<file path="src/include/iprl_regs.svh">
// How it works
// - Eight-bit per-priority register, bit 7 zero
// - In priority mode each priority meters against its own code; port mode uses the priority 0 code
// - Priority 0-6 staged until priority 7 written
// - Code meaning depends on speed and unit
// - Codes 1-10 scale one meg, or 1.92k packets (19.2k at 1000)
// - Codes 11-100 scale per speed table
// - Packet column in packet mode, else bits
// - Packet mode bit selects packet counting
// - Scope bit selects port or priority limiting
`ifndef IPRL_REGS_SVH
`define IPRL_REGS_SVH

// ==================================================
// Address map, 0xN4xx with N the port 1..3
`define IPRL_PORT_MIN       4'h1
`define IPRL_PORT_MAX       4'h3
`define IPRL_OFS_CTRL       12'h403
`define IPRL_OFS_PRIO0      12'h410
`define IPRL_OFS_PRIO7      12'h417

// ==================================================
// Fields and reset values
`define IPRL_CTRL_PORT_BASED_BIT 6
`define IPRL_CTRL_PKT_MODE_BIT   5
`define IPRL_CTRL_RW_MASK        8'h7F
`define IPRL_CODE_MASK           8'h7F
`define IPRL_CODE_RESET          7'h00
`define IPRL_CTRL_RESET          8'h00

// ==================================================
// Rate table figures, packets/s and kbit/s
`define IPRL_PKT_STEP_LO    32'h0000_0780
`define IPRL_PKT_STEP_HI    32'h0000_4B00
`define IPRL_KBPS_1M        32'h0000_03E8
`define IPRL_KBPS_10M       32'h0000_2710
`define IPRL_CODE_LIN_MAX   7'h0A
`define IPRL_CODE_MID_MAX   7'h64
`define IPRL_CODE_TAB_MAX   7'h73

`endif

</file>
<file path="src/include/iprl_pkg.sv">
`default_nettype none
package iprl_pkg;
    typedef enum logic [1:0] {
        IPRL_SPD_10   = 2'b00,
        IPRL_SPD_100  = 2'b01,
        IPRL_SPD_1000 = 2'b10,
        IPRL_SPD_RSVD = 2'b11
    } iprl_speed_e;

    typedef logic [6:0]  iprl_code_t;
    typedef logic [55:0] iprl_port_codes_t;
    typedef logic [31:0] iprl_budget_t;
endpackage
`default_nettype wire

</file>
<file path="src/hdl/iprl_code_mem.sv">
`include "iprl_regs.svh"
`default_nettype none
module iprl_code_mem (
    input  wire logic        SYS_CLK_IN,    // Core clock
    input  wire logic        ARST_N_IN,     // Async reset, low
    input  wire logic        WR_EN_IN,      // Write strobe
    input  wire logic [1:0]  WR_ADDR_IN,    // Port index
    input  wire logic [55:0] WR_DATA_IN,    // Eight codes
    input  wire logic        RD_EN_IN,      // Read strobe
    input  wire logic [1:0]  RD_ADDR_IN,    // Port index
    output logic      [55:0] RD_DATA_OUT    // Registered read data
);
    logic [55:0] mem_reg [0:2];

    genvar g;
    generate
        for (g = 0; g < 3; g++)
        begin : g_word
            always_ff @(posedge SYS_CLK_IN or negedge ARST_N_IN)
            begin
                if (!ARST_N_IN)
                    mem_reg[g] <= 56'h0;
                else if (WR_EN_IN && WR_ADDR_IN == 2'(g))
                    mem_reg[g] <= WR_DATA_IN;
            end
        end
    endgenerate

    always_ff @(posedge SYS_CLK_IN or negedge ARST_N_IN)
    begin
        if (!ARST_N_IN)
            RD_DATA_OUT <= 56'h0;
        else if (RD_EN_IN)
            RD_DATA_OUT <= (RD_ADDR_IN < 2'h3) ? mem_reg[RD_ADDR_IN] : 56'h0;
    end
endmodule
`default_nettype wire

</file>
<file path="src/hdl/iprl_bank.sv">
`include "iprl_regs.svh"
`default_nettype none
module iprl_bank (
    input  wire logic        SYS_CLK_IN,        // Core clock, 125 MHz
    input  wire logic        ARST_N_IN,         // Async reset, low
    input  wire logic [15:0] REG_ADDR_IN,       // Management address
    input  wire logic        REG_WR_IN,         // Write strobe
    input  wire logic [7:0]  REG_WDATA_IN,      // Write data
    input  wire logic        REG_RD_IN,         // Read strobe
    output logic      [7:0]  REG_RDATA_OUT,     // Read data
    output logic             REG_RVALID_OUT,    // Read data valid pulse
    input  wire logic        QRY_VALID_IN,      // Budget query strobe
    input  wire logic [1:0]  QRY_PORT_IN,       // Port index 0..2
    input  wire logic [2:0]  QRY_PRIO_IN,       // Frame priority
    input  wire logic [1:0]  QRY_SPEED_IN,      // Link speed
    output logic             BUD_VALID_OUT,     // Budget valid pulse
    output logic      [31:0] BUD_RATE_OUT,      // Packets/s or kbit/s
    output logic             BUD_PKT_OUT,       // Rate is in packets
    output logic             BUD_PORT_BASED_OUT,// Whole-port limit
    output logic             BUD_DEFINED_OUT    // Table has an entry
);
    // ==================================================
    // Address decode
    logic [2:0]  wr_dec;
    logic [2:0]  rd_dec;
    logic [1:0]  wr_port;
    logic [1:0]  rd_port;

    // Returns {valid, is_ctrl, prio}, port separately
    function automatic logic [4:0] dec_addr(input logic [15:0] a);
        logic [4:0] r;
        r = 5'h00;
        if (a[15:12] >= `IPRL_PORT_MIN && a[15:12] <= `IPRL_PORT_MAX)
        begin
            if (a[11:0] == `IPRL_OFS_CTRL)
                r = 5'b11000;
            else if (a[11:0] >= `IPRL_OFS_PRIO0 && a[11:0] <= `IPRL_OFS_PRIO7)
                r = {2'b10, a[2:0]};
        end
        return r;
    endfunction

    logic [4:0] wr_d;
    logic [4:0] rd_d;
    assign wr_d    = dec_addr(REG_ADDR_IN);
    assign rd_d    = wr_d;
    assign wr_dec  = wr_d[2:0];
    assign rd_dec  = rd_d[2:0];
    assign wr_port = 2'(REG_ADDR_IN[13:12] - 2'h1);
    assign rd_port = wr_port;

    // ==================================================
    // Staging, control and shadow registers
    logic [6:0] stage_reg [0:2][0:6];
    logic [6:0] prio7_reg [0:2];
    logic [7:0] ctrl_reg  [0:2];
    logic       commit;
    logic [55:0] commit_word;

    assign commit = REG_WR_IN && wr_d[4] && !wr_d[3] && wr_dec == 3'h7;

    genvar p;
    genvar q;
    generate
        for (p = 0; p < 3; p++)
        begin : g_port
            for (q = 0; q < 7; q++)
            begin : g_prio
                always_ff @(posedge SYS_CLK_IN or negedge ARST_N_IN)
                begin
                    if (!ARST_N_IN)
                        stage_reg[p][q] <= `IPRL_CODE_RESET;
                    else if (REG_WR_IN && wr_d[4] && !wr_d[3] &&
                             wr_port == 2'(p) && wr_dec == 3'(q))
                        stage_reg[p][q] <= REG_WDATA_IN[6:0];
                end
            end
            always_ff @(posedge SYS_CLK_IN or negedge ARST_N_IN)
            begin
                if (!ARST_N_IN)
                    prio7_reg[p] <= `IPRL_CODE_RESET;
                else if (commit && wr_port == 2'(p))
                    prio7_reg[p] <= REG_WDATA_IN[6:0];
            end
            always_ff @(posedge SYS_CLK_IN or negedge ARST_N_IN)
            begin
                if (!ARST_N_IN)
                    ctrl_reg[p] <= `IPRL_CTRL_RESET;
                else if (REG_WR_IN && wr_d[4] && wr_d[3] && wr_port == 2'(p))
                    ctrl_reg[p] <= REG_WDATA_IN & `IPRL_CTRL_RW_MASK;
            end
        end
    endgenerate

    // Priority 7 code lands in the top slot of the committed word
    always_comb
    begin
        commit_word = {REG_WDATA_IN[6:0], 49'h0};
        for (int i = 0; i < 7; i++)
            commit_word[i*7 +: 7] = stage_reg[wr_port][i];
    end

    // ==================================================
    // Register read, one cycle latency
    always_ff @(posedge SYS_CLK_IN or negedge ARST_N_IN)
    begin
        if (!ARST_N_IN)
            REG_RDATA_OUT <= 8'h00;
        else if (REG_RD_IN)
        begin
            if (!rd_d[4])
                REG_RDATA_OUT <= 8'h00;
            else if (rd_d[3])
                REG_RDATA_OUT <= ctrl_reg[rd_port];
            else if (rd_dec == 3'h7)
                REG_RDATA_OUT <= {1'b0, prio7_reg[rd_port]};
            else
                REG_RDATA_OUT <= {1'b0, stage_reg[rd_port][rd_dec]};
        end
    end

    always_ff @(posedge SYS_CLK_IN or negedge ARST_N_IN)
    begin
        if (!ARST_N_IN)
            REG_RVALID_OUT <= 1'b0;
        else
            REG_RVALID_OUT <= REG_RD_IN;
    end

    // ==================================================
    // Active code store; commit writes all eight at once
    logic [55:0] active_word;

    iprl_code_mem u_mem (
        .SYS_CLK_IN  (SYS_CLK_IN),
        .ARST_N_IN   (ARST_N_IN),
        .WR_EN_IN    (commit),
        .WR_ADDR_IN  (wr_port),
        .WR_DATA_IN  (commit_word),
        .RD_EN_IN    (QRY_VALID_IN),
        .RD_ADDR_IN  (QRY_PORT_IN),
        .RD_DATA_OUT (active_word)
    );

    // ==================================================
    // Query pipeline stage 1
    logic        q1_valid_reg;
    logic [2:0]  q1_prio_reg;
    logic [1:0]  q1_speed_reg;
    logic        q1_pkt_reg;
    logic        q1_port_based_reg;

    always_ff @(posedge SYS_CLK_IN or negedge ARST_N_IN)
    begin
        if (!ARST_N_IN)
        begin
            q1_valid_reg      <= 1'b0;
            q1_prio_reg       <= 3'h0;
            q1_speed_reg      <= 2'h0;
            q1_pkt_reg        <= 1'b0;
            q1_port_based_reg <= 1'b0;
        end
        else
        begin
            q1_valid_reg <= QRY_VALID_IN && QRY_PORT_IN < 2'h3;
            if (QRY_VALID_IN && QRY_PORT_IN < 2'h3)
            begin
                q1_prio_reg       <= QRY_PRIO_IN;
                q1_speed_reg      <= QRY_SPEED_IN;
                q1_pkt_reg        <= ctrl_reg[QRY_PORT_IN][`IPRL_CTRL_PKT_MODE_BIT];
                q1_port_based_reg <= ctrl_reg[QRY_PORT_IN][`IPRL_CTRL_PORT_BASED_BIT];
            end
        end
    end

    // ==================================================
    // Rate decode
    // Returns {defined, rate}
    function automatic logic [32:0] decode_rate(input logic [6:0] c,
                                                input logic [1:0] s,
                                                input logic       pkt);
        logic [31:0] cw;
        logic [31:0] k;
        logic        hi;
        logic [32:0] r;
        cw = {25'h0, c};
        k  = cw - 32'd100;
        hi = (s == iprl_pkg::IPRL_SPD_1000);
        r  = {1'b1, 32'h0};
        if (s == iprl_pkg::IPRL_SPD_RSVD)
            r = 33'h0;
        else if (c == 7'h00)
        begin
            r[31:0] = pkt ? `IPRL_PKT_STEP_HI : `IPRL_KBPS_10M;
            if (s != iprl_pkg::IPRL_SPD_10)
                r[31:0] = 32'(r[31:0] * 32'd10);
            if (hi)
                r[31:0] = 32'(r[31:0] * 32'd10);
        end
        else if (c <= `IPRL_CODE_LIN_MAX)
            r[31:0] = pkt ? 32'(cw * (hi ? `IPRL_PKT_STEP_HI : `IPRL_PKT_STEP_LO))
                          : 32'(cw * `IPRL_KBPS_1M);
        else if (c <= `IPRL_CODE_MID_MAX)
        begin
            if (s == iprl_pkg::IPRL_SPD_10)
                r = pkt ? 33'h0 : {1'b1, `IPRL_KBPS_10M};
            else if (pkt)
                r[31:0] = 32'(cw * (hi ? `IPRL_PKT_STEP_HI : `IPRL_PKT_STEP_LO));
            else
                r[31:0] = 32'(cw * (hi ? `IPRL_KBPS_10M : `IPRL_KBPS_1M));
        end
        else if (c <= `IPRL_CODE_TAB_MAX)
        begin
            if (pkt)
            begin
                r[31:0] = (k == 32'd1) ? 32'd64 : 32'((k - 32'd1) * 32'd128);
                if (hi)
                    r[31:0] = 32'(r[31:0] * 32'd10);
            end
            else if (hi || (s == iprl_pkg::IPRL_SPD_100 && k <= 32'd3))
                r[31:0] = 32'(k * 32'd640);
            else
                r[31:0] = 32'(k * 32'd64);
        end
        else
            r = 33'h0; // Undefined codes give no budget
        return r;
    endfunction

    logic [6:0]  sel_code;
    logic [32:0] dec_res;

    // Port-wide limiting uses the priority 0 slot for all frames
    assign sel_code = q1_port_based_reg ? active_word[6:0]
                                        : active_word[q1_prio_reg*7 +: 7];
    assign dec_res  = decode_rate(sel_code, q1_speed_reg, q1_pkt_reg);

    // ==================================================
    // Query pipeline stage 2, registered outputs
    always_ff @(posedge SYS_CLK_IN or negedge ARST_N_IN)
    begin
        if (!ARST_N_IN)
        begin
            BUD_VALID_OUT      <= 1'b0;
            BUD_RATE_OUT       <= 32'h0;
            BUD_PKT_OUT        <= 1'b0;
            BUD_PORT_BASED_OUT <= 1'b0;
            BUD_DEFINED_OUT    <= 1'b0;
        end
        else
        begin
            BUD_VALID_OUT <= q1_valid_reg;
            if (q1_valid_reg)
            begin
                BUD_RATE_OUT       <= dec_res[31:0];
                BUD_PKT_OUT        <= q1_pkt_reg;
                BUD_PORT_BASED_OUT <= q1_port_based_reg;
                BUD_DEFINED_OUT    <= dec_res[32];
            end
        end
    end
endmodule
`default_nettype wire

</file>
<file path="config.mk">
export PLATFORM = sky130hd
export DESIGN_NAME = iprl_bank
export DESIGN_NICKNAME = d
export VERILOG_FILES = /design/src/include/iprl_pkg.sv /design/src/hdl/iprl_code_mem.sv /design/src/hdl/iprl_bank.sv
export VERILOG_INCLUDE_DIRS = /design/src /design/src/include
export SDC_FILE = /design/constraint.sdc
export NUM_CORES = 1
export LEC_CHECK = 0
export BUFFER_PORTS_ARGS = -buffer_cell sky130_fd_sc_hd__buf_2
export CAP_MARGIN = 10
export CORE_ASPECT_RATIO = 0.5
export CORE_MARGIN = 5
export CORE_UTILIZATION = 39
export CTS_CLUSTER_SIZE = 25
export DETAILED_ROUTE_END_ITERATION = 10
export PLACE_DENSITY = 0.56
export SLEW_MARGIN = 40
export SYNTH_ARGS = -nofsm -noshare
export SYNTH_HDL_FRONTEND = slang
export SYNTH_SLANG_ARGS = --single-unit
</file>
<file path="constraint.sdc">
create_clock -name SYS_CLK_IN -period 9.05 [get_ports SYS_CLK_IN]
set_clock_uncertainty 0.2 [all_clocks]
set_input_delay 1.81 -clock SYS_CLK_IN [delete_from_list [all_inputs] [get_ports SYS_CLK_IN]]
set_output_delay 1.81 -clock SYS_CLK_IN [all_outputs]
set_load 0.02 [all_outputs]
</file>
After elaboration in Yosys (flattened, before gate mapping). Cells that the tools add are included.

Flip-flop bits (word level): 466. Logic and storage cells: 179. Bits of input ports: 36. Output and inout port bits: 45.

Eq/ne operators: 14. $lt $le $gt $ge: 12. Mux-type cells: 50. Reductions and logical operators: 45. $mul: 8. Shift operators: 1. $add $sub $neg: 3. Bitwise gates (word level): 3.

Operators with widths (count): two-way mux 32 bit (11); two-way mux 56 bit (3); binary-select mux 56 bit (select 2 bit) (1); two-way mux 33 bit (3); binary-select mux 49 bit (select 2 bit) (1); two-way mux 49 bit (2); multiplier 32 x 3 -> 31 bit (second input constant) (2); two-way mux 7 bit (8); variable part select 56 x 7 -> 7 bit (1); two-way mux 22 bit (2); logical AND 1 bit (38); binary-select mux 8 bit (select 2 bit) (2); equality test 32 x 1 -> 1 bit (second input constant) (1); <= comparator 32 x 2 -> 1 bit (second input constant) (1); multiplier 32 x 3 -> 25 bit (second input constant) (1); two-way mux 8 bit (4); two-way mux 15 bit (2); multiplier 7 x 15 -> 22 bit (1); binary-select mux 7 bit (select 3 bit) (1); multiplier 7 x 14 -> 21 bit (1); two-way mux 19 bit (1); multiplier 15 x 3 -> 18 bit (second input constant) (1); two-way mux 5 bit (3); binary-select mux 7 bit (select 2 bit) (1); 30 further kinds (44).

Logic depth before layout (Yosys ltp).
Word-level depth: 14. Mapped depth: 29. Mapped depth without buffers: 26.

By module. A second synthesis with hierarchy kept.

Cells, all modules: 2516. Area, all modules: 28513.6 µm².

By module, submodules not included: iprl_bank (cells each 1840, instances 1, area an instance 18570.3 µm², sequential area each 5955.7 µm²); iprl_code_mem (cells each 676, instances 1, area an instance 9943.3 µm², sequential area each 5605.4 µm²).

Least setup slack after synthesis. Ideal clock, no wire load.

Kind: flip-flop to flip-flop. From: register q1_prio_reg[0]. To: register BUD_RATE_OUT[18]. Arrival time: 6.833 ns. Setup slack: 1.887 ns. Required time: 8.720 ns. Library setup time: 0.130 ns. Stages on the path, launching flop included: 29. Clock period less this slack: 7.163 ns. Buffers on the path: 4. Path through: dfrtp_1 buf_4 buf_4 mux4_2 mux2i_1 o21ai_0 inv_1 ha_1 nand2_1 a41oi_2 nand2b_1 buf_2 clkinv_1 ha_1 nand2_1 nor4b_2 clkbuf_1 nor2_1 ha_1 fa_1 a21o_1 a21oi_1 o21ai_0 o41a_1 xor2_1 nand2_1 o21ai_1 a222oi_1 o21ai_1.

Cells in the longest elaborated chain, start to end: 14. Elaborated cells between the ends (all ways): 29. Those cells by class: add/sub: 2; mul: 5; order compare: 4; eq/ne: 1; shift: 1; mux: 13; reduce/logical: 3.

RTL lines: start, declared (RTL line iprl_bank.sv:148) `logic [2:0] q1_prio_reg;`; start signal, assigned (RTL line iprl_bank.sv:158) `q1_prio_reg <= 3'h0;`; start signal, assigned (RTL line iprl_bank.sv:168) `q1_prio_reg <= QRY_PRIO_IN;`; multiplier 3 x 3 -> 6 bit (*) (RTL line iprl_bank.sv:235) `: active_word[q1_prio_reg*7 +: 7];`; variable part select 56 x 7 -> 7 bit (*) (RTL line iprl_bank.sv:235); two-way mux 7 bit (*) (RTL line iprl_bank.sv:234) `assign sel_code = q1_port_based_reg ? active_word[6:0]`; subtractor 7 x 7 -> 8 bit (RTL line iprl_bank.sv:187) `k = cw - 32'd100;`; subtractor 8 x 2 -> 9 bit, or another cell as far along (RTL line iprl_bank.sv:216) `r[31:0] = (k == 32'd1) ? 32'd64 : 32'((k - 32'd1) * 32'd128);`; two-way mux 32 bit or logical AND 1 bit (tied branches) (RTL line iprl_bank.sv:216, iprl_bank.sv:220); multiplier 32 x 3 -> 31 bit or logical OR 1 bit (tied branches) (RTL line iprl_bank.sv:218, iprl_bank.sv:220); two-way mux 32 bit, on equally long branches (RTL line iprl_bank.sv:217, iprl_bank.sv:220); two-way mux 32 bit (RTL line iprl_bank.sv:214) `if (pkt)`; two-way mux 32 bit (RTL line iprl_bank.sv:212) `` else if (c <= `IPRL_CODE_TAB_MAX) ``; two-way mux 33 bit (RTL line iprl_bank.sv:203) `` else if (c <= `IPRL_CODE_MID_MAX) ``; two-way mux 32 bit (RTL line iprl_bank.sv:200) `` else if (c <= `IPRL_CODE_LIN_MAX) ``; two-way mux 32 bit (*) (RTL line iprl_bank.sv:192) `else if (c == 7'h00)`; two-way mux 33 bit (*) (RTL line iprl_bank.sv:190) `if (s == iprl_pkg::IPRL_SPD_RSVD)`; end signal, assigned (RTL line iprl_bank.sv:255) `BUD_RATE_OUT <= dec_res[31:0];`; end, declared (RTL line iprl_bank.sv:17) `output logic [31:0] BUD_RATE_OUT,`.

Mark *: on every way between the ends. The rest lies on a longest branch, timed or not. A chain may end at the register's enable or synchronous reset.

Worst setup path in the final report.
From: register q1_prio_reg[0]. To: register BUD_RATE_OUT[21].

The elaborated chain is that of the path after synthesis.

==> metrics <==
worst rel slew slack 41.4%; post-synthesis sequential area ratio 41.3%; DRT antenna net count 0; CTS sink cnt 441; post-cts sizing count 0; Root Buffer clkbuf_16; Final Slew Violations 0; reg2reg start q1_prio_reg[0]; Core Region 67,400 µm²; final cell count without fillers 3,625; slowest stage delay, CP 0.67 ns; Critical path origin q1_prio_reg[0]; H-tree levels 2; global-route usage over all layers 19.4%; Worst VDD drop 0.000376 V; Primary FF master, synth dfrtp_1; Via density 5.44; worst-case clock buffer depth 3; PnR Total Power 9.68 mW; Residual DRC 0; CP endpoint BUD_RATE_OUT[21]; Hold-fix buffers, CTS 0; status completed; Worst Path Required 9.35 ns; dpl hpwl 50,200 µm; Clock transition at path regs 0.06 ns; Synth area leaders dfrtp_1, mux2_2, ha_1; I/O pin total 81; Max Fanout on Critical Path 17; DR iter-0 viols 1,540; CTS tree done; drt pass-1 iters 5; worst flop-to-flop path endpoint BUD_RATE_OUT[21]; die span in x 380 µm; Port Buffers 75; RSZ-0062 raised after global routing false; commonest non-fill, non-tap cell in the layout dfrtp_1; vias in the first global route 19,500; Synth Cell Area 26,700 µm²; most frequent cells in the layout dfrtp_1, nand2_1, nor2_1, a21oi_1, mux2_2; post-route minimum period 7.55 ns; synth warn 0; largest net degree at the start of global routing 106; nets 2,968; Worst-Skew Late Latency 0.59 ns; maximum clock frequency 132 MHz; Yosys reg bits 441; Post-Route WL 72,700 µm; Min-Delay Path Class reg -> reg; worst-margin pin slew 0.879 ns; number of enable flip-flop cells after synthesis 0; Area Overhead vs Synth 10.4%; gp weighted congestion 0.914; worst hold start BUD_RATE_OUT[23]; Routed wire per std cell 20.1 µm; number of setup buffers added after CTS 0; CP most frequent cell ha_1; DR vias 19,700; share of the synthesized area in the top cell type 41.3%; global route overflow 0; layout cells sized above 1 15.7%; slack of the worst reg-to-reg path 1.50 ns; Cells after DPL 3,544; Post-Synthesis Cells 2,697; Final Hold Vio Count 0; worst r2r path cells 25; ys async rst share 100%; FP Rows 67; Num CTS Buffers 43; TNS Setup 0 ns; Initial Util 39.7%; Die Span Y 195 µm; Arr. time, crit path 7.85 ns; Post-Syn Area per Cell 9.92 µm²; Synth area leader dfrtp_1; total die area 74,200 µm²; global-route wire length before repair 115,000 µm; initial antenna violation count 3; crit share post-route 83.5%; Power Dens Cells 328 nW/µm²; Worst path slowest cell dfrtp_1; synth unique cells 85; Setup CP Type reg -> reg; CP Launch Type flip-flop; final setup vio count 0; Critical Path Sink Type flip-flop; Lkg Pwr 14.2 nW; Max-Cap Viols 0
==> through the flow <==
stage / hold WS [ns] / setup WS [ns] / util [%] / area, µm²
floorplan: 0.152 / 1.89 / - / 26800
global placement: 0.258 / 1.60 / 41.4 / 27900
detailed placement: 0.261 / 1.54 / 41.5 / 28000
CTS: 0.276 / 1.48 / 43.7 / 29500
global route: 0.297 / 1.02 / 43.8 / 29500
finish: 0.272 / 1.50 / 43.8 / 29500
==> kinds of logic after synthesis <==
group | share of synthesized area, %
XOR/XNOR | 1.70
multiplexers | 14.5
flip-flops | 41.3
AND/OR/NAND/NOR | 10.2
AO/OA/AOI/OAI | 15.1
buffers and inverters | 4.43
other | 0.0281
adder cells (fa/ha/maj) | 12.9
==> where the power goes <==
group | switching, mW | leakage [nW] | internal, mW
registers | 0.0602 | 6.03 | 2.04
clock network | 0.804 | 0.715 | 1.09
logic | 3.36 | 7.48 | 2.31
==> critical path: cells and delay by family (launching register included) <==
family	cells	cell delay, ns
compound gates	8	2.14
fa+ha+maj	4	1.22
buf+inv	3	1.01
flops	1	0.67
mux	1	0.18
simple gates	9	2.03
==> worst min path at each step <==
stage | endpoint | slack [ns] | depth (start not counted)
3_3_place_gp | BUD_RATE_OUT[30] | 0.26 | 1
2_1_floorplan | BUD_VALID_OUT | 0.15 | 0
5_1_grt | u_mem.mem_reg[43] | 0.30 | 2
3_5_place_dp | BUD_RATE_OUT[30] | 0.26 | 1
6_report | BUD_RATE_OUT[23] | 0.27 | 1
4_1_cts | BUD_RATE_OUT[30] | 0.28 | 1
==> synthesized netlist by cell type, types with 14 or more instances <==
cell type,number
dfrtp_1,441
o211ai_1,15
clkbuf_1,142
nand3_1,26
nand2b_1,14
mux2i_1,137
mux2_2,213
ha_1,174
nor2_1,253
fa_1,63
inv_1,133
xnor2_1,34
xor2_1,16
nand2_1,259
a21oi_1,249
nor3_1,24
a21o_1,22
o21ai_0,204
nor2b_1,14
==> per-layer routing <==
layer	GRT usage, %	routed length, µm	up-vias
met1	28.2	35400	9810
li1	-	-	9424
met5	0	0	-
met2	30.9	32500	408
met3	2.74	3330	90
met4	4.42	1550	0
==> final cells by class <==
| class | count | area, µm² |
|---|---|---|
| fill | 6469 | 37900 |
| multi-input combinational | 1959 | 14600 |
| sequential | 441 | 11000 |
| clock buffer | 60 | 1220 |
| tap | 897 | 1120 |
| timing repair buffer | 112 | 758 |
| inverter | 138 | 518 |
| clock inverter | 16 | 250 |
| antenna | 2 | 5.00 |
(Power assumes the default switching activity.)
